--- src/include/slss_pkg.sv ---
// constants for the lane sync status block
package slss_pkg;
  localparam int LANES     = 8;
  localparam int ERR_LANES = 3;
  localparam int LINKS     = 2;
  localparam int CNT_W     = 8;
  localparam int IDX_W     = 11;
  localparam int AW        = 13;
  localparam int DW        = 32;
  localparam int INT_W     = 22;

  // register indices; byte address is four times the index
  localparam logic [IDX_W-1:0] LINK_PAGE_IDX = 11'h0300;
  localparam logic [IDX_W-1:0] ERR_FLAGS_IDX = 11'h046f;
  localparam logic [IDX_W-1:0] LOCK_IDX      = 11'h0470;
  localparam logic [IDX_W-1:0] THRESH_IDX    = 11'h047c;
  localparam logic [IDX_W-1:0] INT_STAT_IDX  = 11'h047d;
  localparam logic [IDX_W-1:0] INT_MASK_IDX  = 11'h047e;
  localparam logic [IDX_W-1:0] CNT_CLR_IDX   = 11'h047f;

  // reset values and counter saturation limit
  localparam logic             PAGE_RST   = 1'b0;
  localparam logic [CNT_W-1:0] THRESH_RST = 8'hff;
  localparam logic [CNT_W-1:0] CNT_RST    = 8'h00;
  localparam logic [CNT_W-1:0] CNT_MAX    = 8'hff;
  localparam logic [INT_W-1:0] INT_RST    = 22'h00_0000;

  // interrupt field positions
  localparam int INT_LOST_LSB = 0;
  localparam int INT_ERR_LSB  = 16;
endpackage

--- src/core/slss_err_counter.sv ---
// per-lane saturating control character error counter
`timescale 1ns/1ps
module slss_err_counter (
  input  wire logic                        pclk,
  input  wire logic                        presetn,
  input  wire logic                        err_pulse,
  input  wire logic                        clr_pulse,
  input  wire logic [slss_pkg::CNT_W-1:0]  threshold,
  output logic      [slss_pkg::CNT_W-1:0]  count,
  output logic                             flag
);
  logic [slss_pkg::CNT_W-1:0] count_reg;
  logic [slss_pkg::CNT_W-1:0] count_next;
  logic [slss_pkg::CNT_W-1:0] base;
  logic                       at_max;

  assign base   = clr_pulse ? slss_pkg::CNT_RST : count_reg;
  assign at_max = (base == slss_pkg::CNT_MAX);

  assign count_next = (err_pulse && !at_max) ? base + 8'h01 : base;

  always_ff @(posedge pclk or negedge presetn)
  begin
    if (!presetn)
      count_reg <= slss_pkg::CNT_RST;
    else
      count_reg <= count_next;
  end

  assign count = count_reg;
  assign flag  = (count_reg >= threshold);
endmodule

--- src/core/slss_top.sv ---
// lane code group lock and control char error status with apb registers
`timescale 1ns/1ps
module slss_top (
  input  wire logic                           pclk,
  input  wire logic                           presetn,
  input  wire logic                           psel,
  input  wire logic                           penable,
  input  wire logic                           pwrite,
  input  wire logic [slss_pkg::AW-1:0]        paddr,
  input  wire logic [slss_pkg::DW-1:0]        pwdata,
  output logic      [slss_pkg::DW-1:0]        prdata,
  output logic                                pready,
  output logic                                pslverr,
  output logic                                irq,
  input  wire logic [slss_pkg::LANES-1:0]     rx_lock_link0,
  input  wire logic [slss_pkg::LANES-1:0]     rx_lock_link1,
  input  wire logic [slss_pkg::ERR_LANES-1:0] rx_ctrl_char_err_link0,
  input  wire logic [slss_pkg::ERR_LANES-1:0] rx_ctrl_char_err_link1
);
  localparam int LANES = slss_pkg::LANES;
  localparam int ELN   = slss_pkg::ERR_LANES;
  localparam int LINKS = slss_pkg::LINKS;
  localparam int CW    = slss_pkg::CNT_W;
  localparam int IW    = slss_pkg::INT_W;

  // register state
  logic                 page_reg;
  logic [CW-1:0]        thresh_reg;
  logic [IW-1:0]        int_stat_reg;
  logic [IW-1:0]        int_stat_next;
  logic [IW-1:0]        int_mask_reg;
  logic [31:0]          prdata_reg;
  logic [31:0]          prdata_next;
  logic                 rd_load;
  logic                 irq_reg;
  logic                 irq_next;
  logic                 page_wr;
  logic                 thresh_wr;
  logic                 mask_wr;
  logic [LANES-1:0]     lock_prev_reg [LINKS];
  logic [ELN-1:0]       flag_prev_reg [LINKS];

  // per-link views
  logic [LANES-1:0]     lock_in [LINKS];
  logic [ELN-1:0]       err_in  [LINKS];
  logic [ELN-1:0]       flag    [LINKS];
  logic [ELN-1:0]       clr     [LINKS];
  logic [LANES-1:0]     lock_lost [LINKS];
  logic [ELN-1:0]       flag_rise [LINKS];

  assign lock_in[0] = rx_lock_link0;
  assign lock_in[1] = rx_lock_link1;
  assign err_in[0]  = rx_ctrl_char_err_link0;
  assign err_in[1]  = rx_ctrl_char_err_link1;

  // apb decode
  logic [slss_pkg::IDX_W-1:0] idx;
  logic                       setup;
  logic                       access;
  logic                       wr_en;
  logic                       hit_page;
  logic                       hit_flags;
  logic                       hit_lock;
  logic                       hit_thresh;
  logic                       hit_stat;
  logic                       hit_mask;
  logic                       hit_clr;
  logic                       addr_hit;
  logic                       ro_hit;

  assign idx        = paddr[slss_pkg::AW-1:2];
  assign setup      = psel && !penable;
  assign access     = psel && penable;
  assign hit_page   = (idx == slss_pkg::LINK_PAGE_IDX);
  assign hit_flags  = (idx == slss_pkg::ERR_FLAGS_IDX);
  assign hit_lock   = (idx == slss_pkg::LOCK_IDX);
  assign hit_thresh = (idx == slss_pkg::THRESH_IDX);
  assign hit_stat   = (idx == slss_pkg::INT_STAT_IDX);
  assign hit_mask   = (idx == slss_pkg::INT_MASK_IDX);
  assign hit_clr    = (idx == slss_pkg::CNT_CLR_IDX);
  assign ro_hit     = hit_flags || hit_lock;
  assign addr_hit   = (paddr[1:0] == 2'b00) &&
                      (hit_page || ro_hit || hit_thresh || hit_stat || hit_mask || hit_clr);
  assign wr_en      = access && pwrite && addr_hit && !ro_hit;

  assign pready  = access;
  assign pslverr = access && (!addr_hit || (pwrite && ro_hit));

  // counters, flags and edge detection per link and lane
  genvar gl;
  genvar gn;
  generate
    for (gl = 0; gl < LINKS; gl++)
    begin : g_link
      for (gn = 0; gn < ELN; gn++)
      begin : g_lane
        assign clr[gl][gn] = wr_en && hit_clr && pwdata[gn] && (page_reg == 1'(gl));
        slss_err_counter u_cnt (
          .pclk      (pclk),
          .presetn   (presetn),
          .err_pulse (err_in[gl][gn]),
          .clr_pulse (clr[gl][gn]),
          .threshold (thresh_reg),
          .count     (),
          .flag      (flag[gl][gn])
        );
      end
      assign lock_lost[gl] = lock_prev_reg[gl] & ~lock_in[gl];
      assign flag_rise[gl] = flag[gl] & ~flag_prev_reg[gl];

      always_ff @(posedge pclk or negedge presetn)
      begin
        if (!presetn)
        begin
          lock_prev_reg[gl] <= '0;
          flag_prev_reg[gl] <= '0;
        end
        else
        begin
          lock_prev_reg[gl] <= lock_in[gl];
          flag_prev_reg[gl] <= flag[gl];
        end
      end
    end
  endgenerate

  // paged status views
  logic [LANES-1:0] lock_sel;
  logic [ELN-1:0]   flag_sel;
  logic [7:0]       flags_byte;
  logic [IW-1:0]    int_events;
  logic [IW-1:0]    int_clear;

  assign lock_sel   = page_reg ? lock_in[1] : lock_in[0];
  assign flag_sel   = page_reg ? flag[1] : flag[0];
  assign flags_byte = {5'h00, flag_sel};

  assign int_events = {flag_rise[1], flag_rise[0], lock_lost[1], lock_lost[0]};
  assign int_clear  = (wr_en && hit_stat) ? pwdata[IW-1:0] : '0;
  // set wins over write-one clear
  assign int_stat_next = (int_stat_reg & ~int_clear) | int_events;

  // read mux
  logic [31:0] rd_mux;
  always_comb
  begin
    rd_mux = 32'h0000_0000;
    if (hit_page)
      rd_mux = {31'h0000_0000, page_reg};
    else if (hit_flags)
      rd_mux = {24'h00_0000, flags_byte};
    // lock bit n is lane n
    else if (hit_lock)
      rd_mux = {24'h00_0000, lock_sel};
    else if (hit_thresh)
      rd_mux = {24'h00_0000, thresh_reg};
    else if (hit_stat)
      rd_mux = {10'h000, int_stat_reg};
    else if (hit_mask)
      rd_mux = {10'h000, int_mask_reg};
  end

  // control register write strobes
  assign page_wr   = wr_en && hit_page;
  assign thresh_wr = wr_en && hit_thresh;
  assign mask_wr   = wr_en && hit_mask;

  always_ff @(posedge pclk or negedge presetn)
  begin
    if (!presetn)
      page_reg <= slss_pkg::PAGE_RST;
    else if (page_wr)
      page_reg <= pwdata[0];
  end

  always_ff @(posedge pclk or negedge presetn)
  begin
    if (!presetn)
      thresh_reg <= slss_pkg::THRESH_RST;
    else if (thresh_wr)
      thresh_reg <= pwdata[CW-1:0];
  end

  // interrupt mask
  always_ff @(posedge pclk or negedge presetn)
  begin
    if (!presetn)
      int_mask_reg <= slss_pkg::INT_RST;
    else if (mask_wr)
      int_mask_reg <= pwdata[IW-1:0];
  end

  // sticky status
  always_ff @(posedge pclk or negedge presetn)
  begin
    if (!presetn)
      int_stat_reg <= slss_pkg::INT_RST;
    else
      int_stat_reg <= int_stat_next;
  end

  // level interrupt from unmasked status
  assign irq_next = |(int_stat_next & int_mask_reg);

  always_ff @(posedge pclk or negedge presetn)
  begin
    if (!presetn)
      irq_reg <= 1'b0;
    else
      irq_reg <= irq_next;
  end

  // read data captured in setup, bad address reads 0
  assign rd_load     = setup && !pwrite;
  assign prdata_next = addr_hit ? rd_mux : 32'h0000_0000;

  always_ff @(posedge pclk or negedge presetn)
  begin
    if (!presetn)
      prdata_reg <= 32'h0000_0000;
    else if (rd_load)
      prdata_reg <= prdata_next;
  end

  assign prdata = prdata_reg;
  assign irq    = irq_reg;
endmodule

--- config.mk ---
export PLATFORM = sky130hd
export DESIGN_NAME = slss_top
export DESIGN_NICKNAME = d
export VERILOG_FILES = /design/src/include/slss_pkg.sv /design/src/core/slss_err_counter.sv /design/src/core/slss_top.sv
export SDC_FILE = /design/constraint.sdc
export NUM_CORES = 1
export LEC_CHECK = 0
export BUFFER_PORTS_ARGS = -buffer_cell sky130_fd_sc_hd__buf_4
export CAP_MARGIN = 15
export CORE_MARGIN = 5
export CORE_UTILIZATION = 55
export CTS_CLUSTER_SIZE = 14
export DETAILED_ROUTE_END_ITERATION = 10
export GPL_TIMING_DRIVEN = 0
export HOLD_SLACK_MARGIN = 0.1
export PLACE_DENSITY_LB_ADDON = 0.1
export SYNTH_ARGS = -nofsm -noshare
export SYNTH_HDL_FRONTEND = slang
export SYNTH_SLANG_ARGS = --single-unit
--- constraint.sdc ---
create_clock -name pclk -period 3.7 [get_ports pclk]
set_input_delay 0.185 -clock pclk [delete_from_list [all_inputs] [get_ports pclk]]
set_output_delay 0.185 -clock pclk [all_outputs]
set_load 0.01 [all_outputs]
# Word level (Yosys, flattened, before mapping)
# Index checks and enable logic that the tools add are counted.
# Widths: inputs -> output; s select.
# word_totals
ff_bits,156
inputBits,72
word_cells,124
# op_classes
n_addsub,6
magnitude_cmp,6
n_eq_ne,13
n_mux,22
bitwise,13
reduce_logical,48
# op_table
op,count
$mux 32,4
$mux 8,13
$mux 22,4
$eq 11x11->1 const B,6
$add 8x1->8 const B,6
$eq 8x8->1 const B,6
$ge 8x8->1,6
$and 22x22->22,2
$logic_and 1x1->1,29
$not 22->22,1
$or 22x22->22,1
$reduce_or 22->1,1
$and 8x8->8,2
$not 8->8,2
$eq 11x10->1 const B,1
$logic_not 1->1,10
$logic_or 1x1->1,7
$and 3x3->3,2
$not 3->3,2
$mux 3,1
$logic_not 2->1,1
$not 1->1,1

# Longest topological paths before layout
# logic_depth
word_depth,18
depth_mapped,15

# Modules after synthesis
# Synthesis repeated with hierarchy kept, for this count alone.
# unflattened
hier_cells,909
area_unflattened_um2,9167.5
# by_module_without_submodules
module,instances,cells_each,area_each_um2
slss_top,1,489,4918.5
slss_err_counter,6,70,708.2

# Worst setup path after synthesis
# No wires, ideal clock.
# synth_path
path_kind,input -> register
from,input paddr[11] (netlist name)
to,"register g_link[0].g_lane[2].u_cnt.count_reg, in the netlist g_link[0].g_lane[2].u_cnt.count[7]"
setup_time_ps,119
arrival_time_ps,3001
required_time_ps,3581
setup_slack_ps,581
stages,15
path_buffers,3
path_cell_list,nand4bb_4 or3_1 buf_2 a21oi_2 and3_1 clkbuf_1 nor2_1 ha_1 and3_1 clkbuf_1 a31o_2 or3_1 a31oi_1 xnor2_1 nor2_1
# synth_between
elab_chain_cells,18
word_cells_on_any_way,26
cone_classes,1 x add/sub; 8 x eq/ne; 2 x mux; 15 x reduce/logical
# synth_rtl
item,line_no,text
"start, declared",slss_top.sv:9,"input wire logic [slss_pkg::AW-1:0] paddr,"
$eq 11x11->1 (on tied branches),"slss_top.sv:75, slss_top.sv:76",
$logic_or 1x1->1,slss_top.sv:81,assign ro_hit = hit_flags || hit_lock;
$logic_or 1x1->1 (5 in series),slss_top.sv:83,(hit_page || ro_hit || hit_thresh || hit_stat || hit_mask || hit_clr);
$logic_and 1x1->1,slss_top.sv:82,assign addr_hit = (paddr[1:0] == 2'b00) &&
$logic_and 1x1->1 (2 in series),slss_top.sv:84,assign wr_en = access && pwrite && addr_hit && !ro_hit;
$logic_and 1x1->1 (*) (3 in series),slss_top.sv:97,assign clr[gl][gn] = wr_en && hit_clr && pwdata[gn] && (page_reg == 1'(gl));
$mux 8 (*),slss_err_counter.sv:17,assign base = clr_pulse ? slss_pkg::CNT_RST : count_reg;
"parallel branches: the longest is 3 deep, another holds $add 8x1->8",--,
$mux 8 (*),slss_err_counter.sv:20,assign count_next = (err_pulse && !at_max) ? base + 8'h01 : base;
named net g_link[0].g_lane[2].u_cnt.count_next (one bit),slss_err_counter.sv:13,logic [slss_pkg::CNT_W-1:0] count_next;
"end signal, assigned",slss_err_counter.sv:25,count_reg <= slss_pkg::CNT_RST;
"end signal, assigned",slss_err_counter.sv:27,count_reg <= count_next;
"end, declared",slss_err_counter.sv:12,logic [slss_pkg::CNT_W-1:0] count_reg;
# Mark *: on every way through the listed nets, which the timed path passes.
# A chain may end at the register's enable or synchronous reset.

# Final worst setup path
# layout_path
from,register page_reg
to,"register g_link[0].g_lane[2].u_cnt.count_reg, in the netlist g_link[0].g_lane[2].u_cnt.count[7]"
# layout_between
elab_chain_cells,7
word_cells_on_any_way,8
cone_classes,1 x add/sub; 1 x eq/ne; 2 x mux; 1 x bitwise; 3 x reduce/logical
# layout_rtl
item,line_no,text
"start, declared",slss_top.sv:27,logic page_reg;
"start signal, assigned",slss_top.sv:171,page_reg <= slss_pkg::PAGE_RST;
"start signal, assigned",slss_top.sv:173,page_reg <= pwdata[0];
$not 1->1 (*),slss_top.sv:97,
$logic_and 1x1->1 (*),slss_top.sv:97,
$mux 8 (*),slss_err_counter.sv:17,
"parallel branches: the longest is 3 deep, another holds $add 8x1->8",--,
$mux 8 (*),slss_err_counter.sv:20,
named net g_link[0].g_lane[2].u_cnt.count_next (one bit),slss_err_counter.sv:13,
# Marks and branches as above.

==> impl_metrics.yaml <==
setup_path:
  required_ns: 4.02
  worst_ep_arrival_time_ns: 3.75
  cp_max_fo: 10
  r2r_start: "page_reg"
  crit_top_cell: "clkbuf_1"
  worstPathCellList: "clkbuf_1 > nor4_1 > clkbuf_2 > and3_1 > clkbuf_1 > nor2_1 > ha_1 > and3_1 > clkbuf_1 > a31o_2 > or3_1 > a31oi_1 > xnor2_1 > nor2_1"
  critPathMaxStageDelay_ns: 0.43
  critPathLaunch: "page_reg"
  cp-start-kind: "register"
  path_class: "reg -> reg"
  crit_slowest_cell: "nor4_1"
  end_kind: "register"
cts:
  cts_tree: "done"
  numCtsBuffers: 17
  worstSkewPairLatency_ns: 0.43
  cts_sinks: 146
  htreeDepth: 4
  cts_buffer_depth: 2
  cts_setup_buffers: 0
  cts_root_buf: "clkbuf_16"
  clkTransAtPathRegs_ns: 0.07
yosys:
  synthMostInstantiatedCell: "dfrtp_1"
  syn_area_sq_um: 8610
  ys_async_sr_fraction: 1.00
  synth.top_cell.area_share: 0.401
  ys_types: 75
  synth_top_area_cell: "dfrtp_1"
  synth_commonest_cells: "dfrtp_1, nand2_1, nor2_1, ha_1, o21ai_0"
  synth_area_leaders: "dfrtp_1, ha_1, nand2_1, o21ai_0, nor2b_1"
  netlist_instances: 890
  ys_seq_area_frac: 0.426
  synth-main-ff-cell: "dfrtp_1"
  yosysWarnings: 0
  syn_avg_cell_area_sq_um: 9.67
  ys_ff_latch: 146
  synth_edf_count: 0
global_routing:
  overflow: 0
  grtUsageTotal: 0.271
  grt_pass1_vias: 7451
  grt_pass1_wl_mm: 38.9
  grt_max_degree: 98
  antenna_found_initial: 0
floorplanning:
  io_pins: 107
  dieHeight_um: 135
  core_sq_um: 15300
  num_rows: 45
  start_util: 0.564
  die-width_um: 135
  dieArea_sq_um: 18200
power_and_ir_drop:
  ir_drop_mv: 0.335
  p_total_uw: 5250
  powerDensity_nw_per_um2: 496
  p_leak_uw: 0.00460
final_layout:
  regArea_sq_um: 3660
  nets: 1172
  stdcell_area_sq_um: 10600
  area_delta_synth_final_pct: 23.1
  diodes: 0
  fillers: 1194
  multi_input_area_sq_um: 4640
  final_layout_size_suffix_gt1_frac: 0.176
  largest_register_ffs: 48
routing:
  drc: 0
  via_per_inst: 5.95
  ant_nets: 0
  routedWlPerCell_um: 19.0
  dr.pass1.iters: 7
  drt_wl_total_mm: 24.1
  first_iter_violations: 590
  dr_total_vias: 7562
sta:
  finalCritPeriodShare: 0.928
  period_minus_slack_ns: 3.43
  rsz0062_at_grt: "no"
  worst_pin_slew_ns: 0.727
  fmax_ghz: 0.291
  final.setup.worst_slack_ns: 0.266
  slew_headroom: 0.516
  setup_viol: 0
  fin_skew_ns: 0.00934
  timing_hold_violations_final: 0
  final_max_slew_viol_count: 0
placement:
  port_buffers: 85
  post_dp_cell_area_sq_um: 9570
  place_ws_ns: 0.0299
  post-dp-hpwl_mm: 17.1
  gp_congestion: 0.869
hold_path:
  worstHoldPathType: "in -> async"
job:
  max-cap-violations: 0
run_status:
  run_status: "complete, no violations"
cell families after synthesis:
kind of cell,Yosys count,share of synthesized area
simple gates,336,0.204
compound gates,206,0.161
flops,146,0.426
buf+inv,71,0.0387
fa+ha+maj,54,0.0785
mux,52,0.0664
xor+xnor,24,0.0244
other cells,1,0.000436
cell type report:
class                   instances  share of cell area
plain buffers                  44              0.0220
clock buffers                  18              0.0414
clock inverters                14              0.0154
inverters                      27             0.00956
multi-input cells             682               0.438
flip-flops and latches        146               0.346
well taps                     211              0.0249
repair buffers                128               0.103
worst max-delay path, delay by kind of cell (launching register included):
family | cells | cell delay (ns)
fa+ha+maj | 1 | 0.19
xor+xnor | 1 | 0.14
flops | 1 | 0.36
buf+inv | 4 | 0.90
compound gates | 2 | 0.45
simple gates | 6 | 1.28
metrics by stage:
| step | hold WS [ns] | instances | utilization | TNS [ns] |
|---|---|---|---|---|
| 2_1_floorplan | -0.111 | 899 | - | 0 |
| 3_3_place_gp | 0.315 | 1195 | 0.625 | -0.000479 |
| 3_5_place_dp | 0.160 | 1196 | 0.627 | 0 |
| 4_1_cts | 0.277 | 1270 | 0.694 | 0 |
| 5_1_grt | 0.304 | 1270 | 0.694 | 0 |
| 6_report | 0.258 | 1270 | 0.694 | 0 |
per-layer routing:
| layer | global-route usage | vias up | part of all wire |
|---|---|---|---|
| met4 | 0.0885 | 0 | 0.023 |
| met5 | 0 | - | 0 |
| met1 | 0.366 | 3679 | 0.45 |
| met2 | 0.436 | 277 | 0.46 |
| met3 | 0.0585 | 47 | 0.067 |
| li1 | - | 3559 | - |
final timing paths:
kind / to / slack (ns) / cells after the start
hold / removal: lock_prev_reg[14] / 0.26 / 2
max in group asynchronous: g_link[1].g_lane[1].u_cnt.count[1] / 2.59 / 3
min in group pclk: int_stat_reg[1] / 0.28 / 3
setup / recovery: g_link[0].g_lane[2].u_cnt.count[7] / 0.27 / 14
hold reg to reg: int_stat_reg[20] / 0.46 / 1
setup reg to reg: g_link[0].g_lane[2].u_cnt.count[7] / 0.27 / 14
timing repair:
item	in CTS	in global routing
endpoints found under the setup margin	0	2
resized for setup	0	2
endpoints found under the hold margin	120	0
hold buffers	42	0
layout by cell type (no fill, tap or decap), types with 11 or more instances in the layout:
cell type      count
dfrtp_1          138
buf_4             95
nand2_1           83
nor2_1            59
ha_1              54
o21ai_0           52
dlygate4sd3_1     42
nor2b_1           39
nand3_1           37
inv_1             27
a22oi_1           25
clkbuf_1          22
mux2_1            21
a21o_1            21
a31oi_1           20
mux2_2            20
nor3_1            19
and3_1            19
nand4_1           18
clkbuf_16         17
o21ai_1           15
a21oi_1           15
xnor2_1           13
nand2b_1          11
mux2i_1           11
xor2_1            11
power by group:
group	leakage, uW	internal [uW]	switching, uW
logic	0.00255	649	708
clock network	0.000292	978	773
registers	0.00176	1850	301
(Power assumes the default switching activity.)
